**config.mk**
```make
export PLATFORM = sky130hd
export DESIGN_NAME = wsm_top
export DESIGN_NICKNAME = d
export VERILOG_FILES = /design/src/wsm_pkg.sv /design/src/wsm_stage_if.sv /design/src/wsm_stage.sv /design/src/wsm_top.sv
export VERILOG_INCLUDE_DIRS = /design/src
export SDC_FILE = /design/constraint.sdc
export NUM_CORES = 1
export LEC_CHECK = 0
export ABC_AREA = 1
export BUFFER_PORTS_ARGS = -buffer_cell sky130_fd_sc_hd__buf_2
export CAP_MARGIN = 10
export CELL_PAD_IN_SITES_DETAIL_PLACEMENT = 2
export CELL_PAD_IN_SITES_GLOBAL_PLACEMENT = 2
export CORE_ASPECT_RATIO = 1.5
export CORE_MARGIN = 2
export CORE_UTILIZATION = 12
export DETAILED_ROUTE_END_ITERATION = 8
export PLACE_DENSITY = 0.76
export SYNTH_ARGS = -nofsm -noshare
export SYNTH_HDL_FRONTEND = slang
export SYNTH_SLANG_ARGS = --single-unit
```
**constraint.sdc**
```tcl
create_clock -name vclk -period 0.8
set_input_delay 0 -clock vclk [all_inputs]
set_output_delay 0 -clock vclk [all_outputs]
set_load 0.05 [all_outputs]
```
**src/wsm_defines.svh**
```systemverilog
// widths and tree geometry of the wide select multiplexer family
`ifndef WSM_DEFINES_SVH
`define WSM_DEFINES_SVH
`define WSM_MAX_SEL_W 5
`define WSM_MAX_DATA_W 32
`define WSM_LEVELS 5
`define WSM_NODES 31
`define WSM_DEC_SEL_W 4
`define WSM_DEC_OUT_W 16
`define WSM_EN_DATA_W 8
`endif

```
**src/wsm_pkg.sv**
```systemverilog
// types shared by the wide select multiplexer family
`include "wsm_defines.svh"
package wsm_pkg;
  typedef logic [`WSM_MAX_DATA_W-1:0] wsm_data_t;
  typedef logic [`WSM_MAX_SEL_W-1:0] wsm_sel_t;
  typedef logic [`WSM_DEC_SEL_W-1:0] wsm_dec_sel_t;
  typedef logic [`WSM_DEC_OUT_W-1:0] wsm_onehot_t;
  typedef logic [`WSM_NODES-1:0] wsm_nodes_t;
endpackage

```
**src/wsm_stage_if.sv**
```systemverilog
// signals of one 2:1 selection stage
`timescale 1ns/100ps
`default_nettype none
interface wsm_stage_if;
  logic first_data_in;
  logic second_data_in;
  logic sel;
  logic enable;
  logic cascade_out;
  logic general_out;
  modport stage (
    input first_data_in,
    input second_data_in,
    input sel,
    input enable,
    output cascade_out,
    output general_out
  );
  modport user (
    output first_data_in,
    output second_data_in,
    output sel,
    output enable,
    input cascade_out,
    input general_out
  );
endinterface
`default_nettype wire

```
**src/wsm_stage.sv**
```systemverilog
// one 2:1 selection stage with local and general outputs
`timescale 1ns/100ps
`default_nettype none
module wsm_stage (
  wsm_stage_if.stage port_s
);
  logic picked;

  always_comb begin
    picked = 1'b0;
    case (port_s.sel)
      1'b0: begin
        picked = port_s.first_data_in;
      end
      1'b1: begin
        picked = port_s.second_data_in;
      end
      default: begin
        picked = 1'b0;
      end
    endcase
    if (!port_s.enable) begin
      picked = 1'b0;
    end
  end

  // both outputs come from the same gate, never a shared driven net
  assign port_s.cascade_out = picked;
  assign port_s.general_out = picked;
endmodule
`default_nettype wire

```
**src/wsm_top.sv**
```systemverilog
// wide select multiplexer family: 2:1 to 32:1, enabled variants, decoder
// Summary of operation
// - select 0 passes first input, 1 second
// - cascade and general outputs always equal
// - wider selectors built from 2:1 stage tree
// - sizes 2:1 through 32:1, one-bit output
// - select is unsigned index of data bit
// - disabled selector drives output low
// - enable gated at first level for 4:1, 8:1
// - unknown select values get a defined output
// - select conditions exclusive, no priority chain
// - every output defaulted before conditional logic
// - plain gating only, no high-impedance drivers
// - decoder asserts one of sixteen outputs
`timescale 1ns/100ps
`default_nettype none
`include "wsm_defines.svh"
module wsm_top
  import wsm_pkg::*;
#(
  parameter int DEC_SEL_W = `WSM_DEC_SEL_W
) (
  input wire logic [`WSM_MAX_DATA_W-1:0] DATA_IN,
  input wire logic [`WSM_MAX_SEL_W-1:0] SEL,
  input wire logic ENABLE,
  input wire logic [`WSM_DEC_SEL_W-1:0] DEC_SEL,
  output logic OUT_2,
  output logic OUT_4,
  output logic OUT_8,
  output logic OUT_16,
  output logic OUT_32,
  output logic EN_OUT_4,
  output logic EN_OUT_8,
  output logic EN_OUT_16,
  output logic [`WSM_DEC_OUT_W-1:0] DEC_OUT
);

  // the decoder is a single table lookup, sized for at most four inputs
  if (DEC_SEL_W < 1 || DEC_SEL_W > `WSM_DEC_SEL_W) begin : g_bad_dec
    $error("decoder select width out of range");
  end

  // the flat node indexing assumes a full binary tree over the data bus
  if (`WSM_MAX_DATA_W != (1 << `WSM_LEVELS)) begin : g_bad_tree
    $error("data width is not two to the number of levels");
  end
  if (`WSM_NODES != `WSM_MAX_DATA_W - 1) begin : g_bad_nodes
    $error("node count does not match the data width");
  end
  if (`WSM_MAX_SEL_W != `WSM_LEVELS) begin : g_bad_sel
    $error("select width does not match the number of levels");
  end
  if (`WSM_DEC_OUT_W != (1 << `WSM_DEC_SEL_W)) begin : g_bad_dec_out
    $error("decoder output width is not two to its select width");
  end
  if (`WSM_EN_DATA_W != 8) begin : g_bad_en
    $error("enabled tree is built for three levels");
  end
  if (`WSM_MAX_DATA_W < 2 * `WSM_EN_DATA_W) begin : g_bad_en16
    $error("enabled 16:1 needs two eight-input subtrees");
  end

  // stage counts of the enabled 4:1 and 8:1 tree
  localparam int EN_LEAVES = `WSM_EN_DATA_W / 2;
  localparam int EN_MIDS = EN_LEAVES / 2;

  // first node index of a tree level in the flat node vectors
  function automatic int level_base(input int level);
    return `WSM_MAX_DATA_W - (`WSM_MAX_DATA_W >> level);
  endfunction

  // flat index of node n of a tree level
  function automatic int node_at(input int level, input int n);
    return level_base(level) + n;
  endfunction

  // one-hot code of a binary index
  function automatic wsm_onehot_t onehot(input wsm_dec_sel_t idx);
    wsm_onehot_t code;
    code = '0;
    // a full, flat table: every index has exactly one output high
    case (idx)
      4'h0: code = 16'h0001;
      4'h1: code = 16'h0002;
      4'h2: code = 16'h0004;
      4'h3: code = 16'h0008;
      4'h4: code = 16'h0010;
      4'h5: code = 16'h0020;
      4'h6: code = 16'h0040;
      4'h7: code = 16'h0080;
      4'h8: code = 16'h0100;
      4'h9: code = 16'h0200;
      4'ha: code = 16'h0400;
      4'hb: code = 16'h0800;
      4'hc: code = 16'h1000;
      4'hd: code = 16'h2000;
      4'he: code = 16'h4000;
      4'hf: code = 16'h8000;
      default: code = '0;
    endcase
    return code;
  endfunction

  wsm_nodes_t cascade_node;
  wsm_nodes_t general_node;
  // outputs of the enabled first, second and third level stages and of the enabled 16:1 final stage
  logic [EN_LEAVES-1:0] en_cascade;
  logic [EN_LEAVES-1:0] en_general;
  logic [EN_MIDS-1:0] en_mid_cascade;
  logic [EN_MIDS-1:0] en_mid_general;
  logic en_top_general;
  logic en16_general;
  wsm_dec_sel_t dec_idx;
  wsm_onehot_t dec_code;

  // plain tree: level 0 picks data pairs, each later level picks pairs
  // of the level below under the next select bit
  for (genvar lv = 0; lv < `WSM_LEVELS; lv++) begin : g_level
    for (genvar n = 0; n < (`WSM_MAX_DATA_W >> (lv + 1)); n++) begin : g_node
      wsm_stage_if sif ();
      wsm_stage u_stage (
        .port_s(sif)
      );
      if (lv == 0) begin : g_leaf
        assign sif.first_data_in = DATA_IN[2*n];
        assign sif.second_data_in = DATA_IN[2*n+1];
      end else begin : g_inner
        assign sif.first_data_in =
          cascade_node[node_at(lv - 1, 2*n)];
        assign sif.second_data_in =
          cascade_node[node_at(lv - 1, 2*n + 1)];
      end
      assign sif.sel = SEL[lv];
      assign sif.enable = 1'b1;
      assign cascade_node[node_at(lv, n)] = sif.cascade_out;
      assign general_node[node_at(lv, n)] = sif.general_out;
    end
  end

  // enabled 4:1 and 8:1: enable sits on the first-level stages only
  for (genvar n = 0; n < EN_LEAVES; n++) begin : g_en_leaf
    wsm_stage_if sif ();
    wsm_stage u_stage (
      .port_s(sif)
    );
    assign sif.first_data_in = DATA_IN[2*n];
    assign sif.second_data_in = DATA_IN[2*n+1];
    assign sif.sel = SEL[0];
    assign sif.enable = ENABLE;
    assign en_cascade[n] = sif.cascade_out;
    assign en_general[n] = sif.general_out;
  end

  // second level of the enabled tree, under SEL[1]
  for (genvar n = 0; n < EN_MIDS; n++) begin : g_en_mid
    wsm_stage_if sif ();
    wsm_stage u_stage (
      .port_s(sif)
    );
    assign sif.first_data_in = en_cascade[2*n];
    assign sif.second_data_in = en_cascade[2*n+1];
    assign sif.sel = SEL[1];
    assign sif.enable = 1'b1;
    assign en_mid_cascade[n] = sif.cascade_out;
    assign en_mid_general[n] = sif.general_out;
  end

  // final stage of the enabled 8:1, under SEL[2]
  wsm_stage_if en_top_if ();
  wsm_stage u_en_top (
    .port_s(en_top_if)
  );
  assign en_top_if.first_data_in = en_mid_cascade[0];
  assign en_top_if.second_data_in = en_mid_cascade[1];
  assign en_top_if.sel = SEL[2];
  assign en_top_if.enable = 1'b1;
  assign en_top_general = en_top_if.general_out;

  // enabled 16:1 keeps its enable on the final stage
  wsm_stage_if en16_if ();
  wsm_stage u_en16 (
    .port_s(en16_if)
  );
  assign en16_if.first_data_in = cascade_node[node_at(2, 0)];
  assign en16_if.second_data_in = cascade_node[node_at(2, 1)];
  assign en16_if.sel = SEL[3];
  assign en16_if.enable = ENABLE;
  assign en16_general = en16_if.general_out;

  // upper decoder bits are cleared when fewer than four are in use
  always_comb begin
    dec_idx = DEC_SEL;
    if (DEC_SEL_W < `WSM_DEC_SEL_W) begin
      dec_idx = DEC_SEL & wsm_dec_sel_t'((1 << DEC_SEL_W) - 1);
    end
  end

  always_comb begin
    dec_code = '0;
    dec_code = onehot(dec_idx);
  end

  // no storage anywhere: outputs follow inputs directly
  always_comb begin
    OUT_2 = general_node[level_base(0)];
    OUT_4 = general_node[level_base(1)];
    OUT_8 = general_node[level_base(2)];
    OUT_16 = general_node[level_base(3)];
    OUT_32 = general_node[level_base(4)];
  end

  // enabled outputs read the general outputs of their final stages
  always_comb begin
    EN_OUT_4 = en_mid_general[0];
    EN_OUT_8 = en_top_general;
    EN_OUT_16 = en16_general;
  end

  always_comb begin
    DEC_OUT = dec_code;
  end

endmodule
`default_nettype wire

```
After elaboration in Yosys (flattened, before gate mapping):

Memories as Yosys holds them, arrays and structs flattened.
Cells that the tools add are included.
W data, S select, Z words.

* mux-type cells: 39
* bitwise logic cells: 5

Operators with widths (count)
* $pmux W1 S2: 34
* $mux W1: 5
* $not A1 Y1: 5

* output and inout port bits: 24
* word-level logic and storage cells: 45
* bits in registers: 0
* input port bits: 42
* memories kept: 1
* ROM bits: 256

Memories
* (name not given): words 16, bits a word 16, read ports 1, clocked after Yosys merged registers in 0, write ports 0, RTL line wsm_top.sv:82 `case (idx)`

Logic depth before layout (Yosys ltp):

Gate-level depths: netlist of the first run.

* depth in word-level cells: 6
* gate-level depth with buffers: 11
* mapped depth without buffers: 9

Cells and area by module:

Synthesis of the first run repeated with hierarchy kept, for this count alone.

* cell total of the unflattened synthesis: 265
* area, all modules: 1252.5 µm²

Modules (own cells, without submodules)
* wsm_stage: area each 28.8 µm², sequential area each 0.0 µm², times used 39, cells an instance 6
* wsm_top: area each 130.1 µm², sequential area each 0.0 µm², times used 1, cells an instance 31

Worst setup path after synthesis of the first run:

No wires, ideal clock.

* path type: input to output
* from: in DEC_SEL[3]
* to: out DEC_OUT[11]
* stages: 3
* required time: 800 ps
* path buffers: 1
* setup slack: -1020 ps
* data arrival time: 1820 ps
* cells stage by stage: buf_2 > inv_1 > nor4_1

* longest elaborated chain between the ends: 1

Ends and longest elaborated chain
* start, declared: RTL line wsm_top.sv:26 `` input wire logic [`WSM_DEC_SEL_W-1:0] DEC_SEL, ``
* $mem_v2 Z16 W16
* end, declared: RTL line wsm_top.sv:35 `` output logic [`WSM_DEC_OUT_W-1:0] DEC_OUT ``

No other way between the ends.

Final worst setup path of the first run:

* from: in SEL[0]
* to: out OUT_32

* longest elaborated chain between the ends: 6
* elaborated cells on any way between the ends: 32
* classes of those cells: mux (31); bitwise (1)

Ends and longest elaborated chain
* start, declared: RTL line wsm_top.sv:24 `` input wire logic [`WSM_MAX_SEL_W-1:0] SEL, ``
* $not A1 Y1: RTL line wsm_stage.sv:11 `case (port_s.sel)`
* $pmux W1 S2 (4 in series): RTL line wsm_stage.sv:11
* $pmux W1 S2 *: RTL line wsm_stage.sv:11
* end, declared: RTL line wsm_top.sv:31 `output logic OUT_32,`

Mark *: on every way between the ends. The rest lies on a longest branch, timed or not.

==> summary.txt, run 1 <==
startpoint class of the critical path: primary input
Final Slew Violations: 0
crit path time final: 1.01 ns
Routed Antenna Nets: 0
cell with the most instances after synthesis: nand2_1
failing checks: setup timing
Area Overhead vs Synth: 145%
actual slew at the worst max-slew pin: 0.268 ns
status: finished, violations left
drt pass-1 iters: 3
Period Utilization, post-route: 1.27
vias in the first global route: 1157
vias: 1085
grt total ovfl: 0
fmax: 986 MHz
IO Pins: 66
initial core utilization: 0.123
largest net degree at the start of global routing: 17
cell row count: 31
Worst EP required: 0.80 ns
worst hold stages: 3
Mapped Area: 586 um^2
synthesized netlist cell count: 123
power density over cell area: 711 mW/mm^2
syn avg cell area: 4.76 um^2
Post-Route WL: 3190 um
Setup CP Type: in -> out
DRC errors left: 0
Die H: 89.6 um
placed wire-length estimate: 2740 um
GRT Total Usage: 0.118
worst min path class: in -> out
sequential cell area: 0 um^2
Synth area leaders: nand2_1 29%, nand3_1 21%, inv_1 12%, nand3_2 10%, nor2_1 10%
fin area: 0.00143 mm^2
synth warn: 0
first-pass GRT wire length: 5070 um
core area: 0.00477 mm^2
final setup vio count: 7
hold-fix buffers at CTS: 0
Buffers on Ports: 66
placed cell area: 0.00123 mm^2
die area: 0.00547 mm^2
fraction of layout cells with a size suffix above 1: 0.621
static leakage: 0.783 nW
peak supply drop: 0.297 mV
Worst Slack Setup Final: -0.214 ns
CLK BUF: 0
Die Wd: 61.0 um
fin cells: 269
synth unique cells: 13
cell taking the most area after synthesis: nand2_1
Fin. Hold Viols: 0
sequential area share after synthesis: 0
DRT iter0 DRCs: 11
Via density: 4.03
initial antenna violation count: 0
per-cell routed wire length: 11.8 um
unrepaired setup endpoints after global routing: yes
Worst Path Max Fanout: 5
slew margin rel.: 0.821
Worst Path Arrival: 1.01 ns
placed instance count: 268
worst hold slack: 0.345 ns
share of the synthesized area in the top cell type: 0.295
CP Capture Type: primary output
post-synth net total: 165
Final GP Congestion: 0.728
# Max-Cap Violations: 0
final core utilization: 0.300
Post-synth top cells: 46 x nand2_1, 24 x nand3_1, 18 x inv_1, 16 x nor2_1, 6 x nand3_2
Antenna Cells: 0
Layout Nets: 247
FFs & Latches: 0
-- where the power goes --
| group | leakage [nW] | internal [W] | switching, W |
|---|---|---|---|
| clock network | 0 | 0 | 0 |
| logic | 0.783 | 0.000412 | 0.000606 |
| registers | 0 | 0 | 0 |
-- repair_timing --
action                                  4_1_cts  5_1_grt
buffers inserted                              0        1
pin swaps                                    12        8
resized for setup                            40       22
gates cloned                                  1        0
endpoints found under the setup margin       16       17
-- area by class of cell --
class / instances / area, um^2
Inverter: 20 / 97.6
Tap cell: 66 / 82.6
Multi-Input combinational cell: 98 / 646
Fill cell: 605 / 3340
Timing Repair Buffer: 85 / 607
-- metal layers --
metal	wire length, um	global-route usage	vias to the layer above
met5	0	0	-
met4	0	0	0
met3	165	0.00724	0
met2	2000	0.267	50
met1	1020	0.112	495
li1	-	-	540
-- cell usage in the layout, fill, tap and decap left out, drive strengths merged --
master / instances
nand3: 30
nor2: 16
clkbuf: 6
nor4: 2
buf: 79
clkinvlp: 2
a21oi: 1
inv: 18
nand2: 49
-- worst paths after layout --
path	startpoint	endpoint	slack, ns
worst max-delay path	SEL[0]	OUT_32	-0.21
worst min-delay path	DEC_SEL[3]	DEC_OUT[3]	0.35
-- logic make-up (layout without fill, tap and decap cells) --
logic type             after synthesis  count (layout)  synth area share
and+or+nand+nor                     97              97             0.759
AOI/OAI and AO/OA                    1               1           0.00854
buffers and inverters               25             105             0.233
-- critical path, stage by stage --
cell,delay (ns)
buf_12,0.12
buf_8,0.13
nand2_2,0.06
nand3_2,0.08
nand2_2,0.10
nand2_4,0.07
nand3_4,0.11
nand2_8,0.06
nand2_4,0.09
nand2_8,0.05
buf_8,0.14
-- through the flow --
step | total power, W | worst slack (ns) | setup TNS (ns)
after floorplan | 0.000588 | -0.174 | -2.44
after global placement | 0.000855 | -0.404 | -2.34
after detailed placement | 0.000871 | -0.443 | -2.78
after CTS | 0.000989 | -0.194 | -0.846
after global routing | 0.00109 | -0.259 | -1.23
final | 0.00102 | -0.214 | -0.901
(Power assumes the default switching activity.)
==> run 2: changes to the inputs <==
--- a/config.mk
+++ b/config.mk
@@ -6,16 +6,15 @@
 export SDC_FILE = /design/constraint.sdc
 export NUM_CORES = 1
 export LEC_CHECK = 0
-export ABC_AREA = 1
 export BUFFER_PORTS_ARGS = -buffer_cell sky130_fd_sc_hd__buf_2
 export CAP_MARGIN = 10
 export CELL_PAD_IN_SITES_DETAIL_PLACEMENT = 2
 export CELL_PAD_IN_SITES_GLOBAL_PLACEMENT = 2
 export CORE_ASPECT_RATIO = 1.5
 export CORE_MARGIN = 2
-export CORE_UTILIZATION = 12
+export CORE_UTILIZATION = 13
 export DETAILED_ROUTE_END_ITERATION = 8
-export PLACE_DENSITY = 0.76
+export PLACE_DENSITY = 0.87
 export SYNTH_ARGS = -nofsm -noshare
 export SYNTH_HDL_FRONTEND = slang
 export SYNTH_SLANG_ARGS = --single-unit
==> summary.txt, run 2 <==
sequential area share after synthesis: 0 (unchanged)
most frequent CP cell: mux2_4
unrepaired setup endpoints after global routing: yes
syn avg cell area: 8.71 um^2 (+83%)
fraction of layout cells with a size suffix above 1: 0.877 (+0.256)
met2 wire len: 1880 um (-6.4%)
FFs & Latches: 0 (unchanged)
Fin Setup TNS: -4.66 ns (-3.76 ns)
Highest Signal Layer: met3
slowest stage cell, crit path: mux4_2
die area: 0.00413 mm^2 (-25%)
CLK BUF: 0 (unchanged)
core area: 0.00345 mm^2 (-28%)
Worst path top cell family by delay: multiplexers
Via density: 4.53 (+12%)
placed wire-length estimate: 2610 um (-4.7%)
Max stage delay on crit path: 0.50 ns (+0.36 ns)
worst min path class: in -> out
total chip power: 0.000954 W (-6.4%)
per-cell routed wire length: 17.0 um (+43%)
Area Overhead vs Synth: 165%
cell row count: 26 (-16%)
initial antenna violation count: 0 (unchanged)
cell with the most instances after synthesis: nor2_1
# Max-Cap Violations: 0 (unchanged)
Post-Route WL: 3060 um (-4.1%)
Fin. Hold Viols: 0 (unchanged)
status: finished, violations left
final setup vio count: 8 (+1)
static leakage: 0.619 nW (-21%)
wl on met1: 821 um (-19%)
vias: 815 (-25%)
final core utilization: 0.362 (+0.0618)
first-pass GRT wire length: 4460 um (-12%)
failing checks: setup timing
Filler cells: 414 (-32%)
Final Slew Violations: 0 (unchanged)
Worst EP required: 0.80 ns (about the same)
Routed Antenna Nets: 0 (unchanged)
commonest cells after routing, fill and taps aside: 44 x buf_2, 25 x buf_4, 8 x nor2_2, 8 x buf_6, 5 x buf_8
Antenna Cells: 0 (unchanged)
initial core utilization: 0.136 (+0.0137)
CP Capture Type: primary output
cell taking the most area after synthesis: mux4_1
peak supply drop: 0.346 mV (+16%)
Period Utilization, post-route: 2.07 (+0.803)
Die Wd: 53.1 um (-13%)
startpoint class of the critical path: primary input
Die H: 77.7 um (-13%)
fmax: 604 MHz (-39%)
critical path buffer and inverter count: 2 (-1)
largest net degree at the start of global routing: 7 (-10)
CP Cell Sequence: buf_12 -> mux4_2 -> mux2_4 -> mux2_4 -> a221o_2 -> buf_8
Final GP Congestion: 0.686 (-5.8%)
crit path time final: 1.66 ns (+0.642 ns)
Setup CP Type: in -> out
slew margin rel.: 0.732 (-0.0893)
Synth area leaders: mux4_1 28%, nor2_1 8.0%, mux2_2 7.2%, nand2b_1 6.6%, mux2i_1 6.4%
Worst Path Arrival: 1.66 ns (+0.65 ns)
met3 wire length: 359 um (+120%)
GRT Total Usage: 0.144 (+0.0261)
power density over cell area: 764 mW/mm^2 (+7.4%)
Worst Path Max Fanout: 5 (unchanged)
grt total ovfl: 0 (unchanged)
Mapped Area: 470 um^2 (-20%)
most common cell after layout, fill and taps aside: buf_2
IO Pins: 66 (unchanged)
synthesized netlist cell count: 54 (-56%)
Post-synth top cells: 10 x nor2_1, 6 x nor3_1, 5 x mux4_1, 5 x nand2b_1
Layout Nets: 182 (-26%)
DRT iter0 DRCs: 3 (-8)
actual slew at the worst max-slew pin: 0.392 ns (+0.124 ns)
vias in the first global route: 958 (-17%)
drt pass-1 iters: 2 (-1)
DRC errors left: 0 (unchanged)
share of the synthesized area in the top cell type: 0.279 (-0.0156)
synth warn: 0 (unchanged)
post-synth net total: 96 (-42%)
Buffers on Ports: 66 (unchanged)
sequential cell area: 0 um^2 (unchanged)
DP Worst Slack: -1.08 ns (-0.637 ns)
hold-fix buffers at CTS: 0 (unchanged)
Worst Slack Setup Final: -0.856 ns (-0.642 ns)
synth unique cells: 22 (+9)
worst hold slack: 0.386 ns (+0.0407 ns)
## run 2: kinds of logic after synthesis
group,count (synthesis),synth area share
AND/OR/NAND/NOR,29,0.311
AO/OA/AOI/OAI,6,0.106
buffers and inverters,5,0.0559
multiplexers,14,0.527
## run 2: layer usage
metal,up-vias,track usage
met5,-,0
met4,0,0
met3,0,0.0442
met2,57,0.324
met1,379,0.112
li1,379,-
## run 2: power breakdown
group	switching (W)	total (W)	leakage, nW	internal [W]
clock network	0	0	0	0
registers	0	0	0	0
logic	0.000505	0.000954	0.619	0.000449
total	0.000505	0.000954	0.619	0.000449
## run 2: worst min-delay path: stages
cell	delay (ns)
buf_2	0.11
and2_4	0.14
buf_8	0.13
## run 2: what timing repair did
action,4_1_cts,5_1_grt
resized for setup,41,14
pin swaps,2,2
setup endpoints to repair,16,18
buffers inserted,6,0
## run 2: path summary, 6_finish.rpt
path | start | to | slack (ns) | depth (start not counted)
hold / removal | ENABLE | EN_OUT_16 | 0.39 | 3
setup / recovery | SEL[0] | OUT_32 | -0.86 | 6
## run 2: layout make-up
type                            count  area, um^2  share of cell area
Inverter                            2        7.51             0.00601
Multi-Input combinational cell     49         566               0.453
Tap cell                           42        52.6              0.0421
Timing Repair Buffer               87         623               0.499
## run 2: through the flow
stage / cells / instance area (um^2)
after floorplan: 54 / 564
after global placement: 174 / 1040
after detailed placement: 174 / 1040
after CTS: 180 / 1200
after global routing: 180 / 1250
final: 180 / 1250
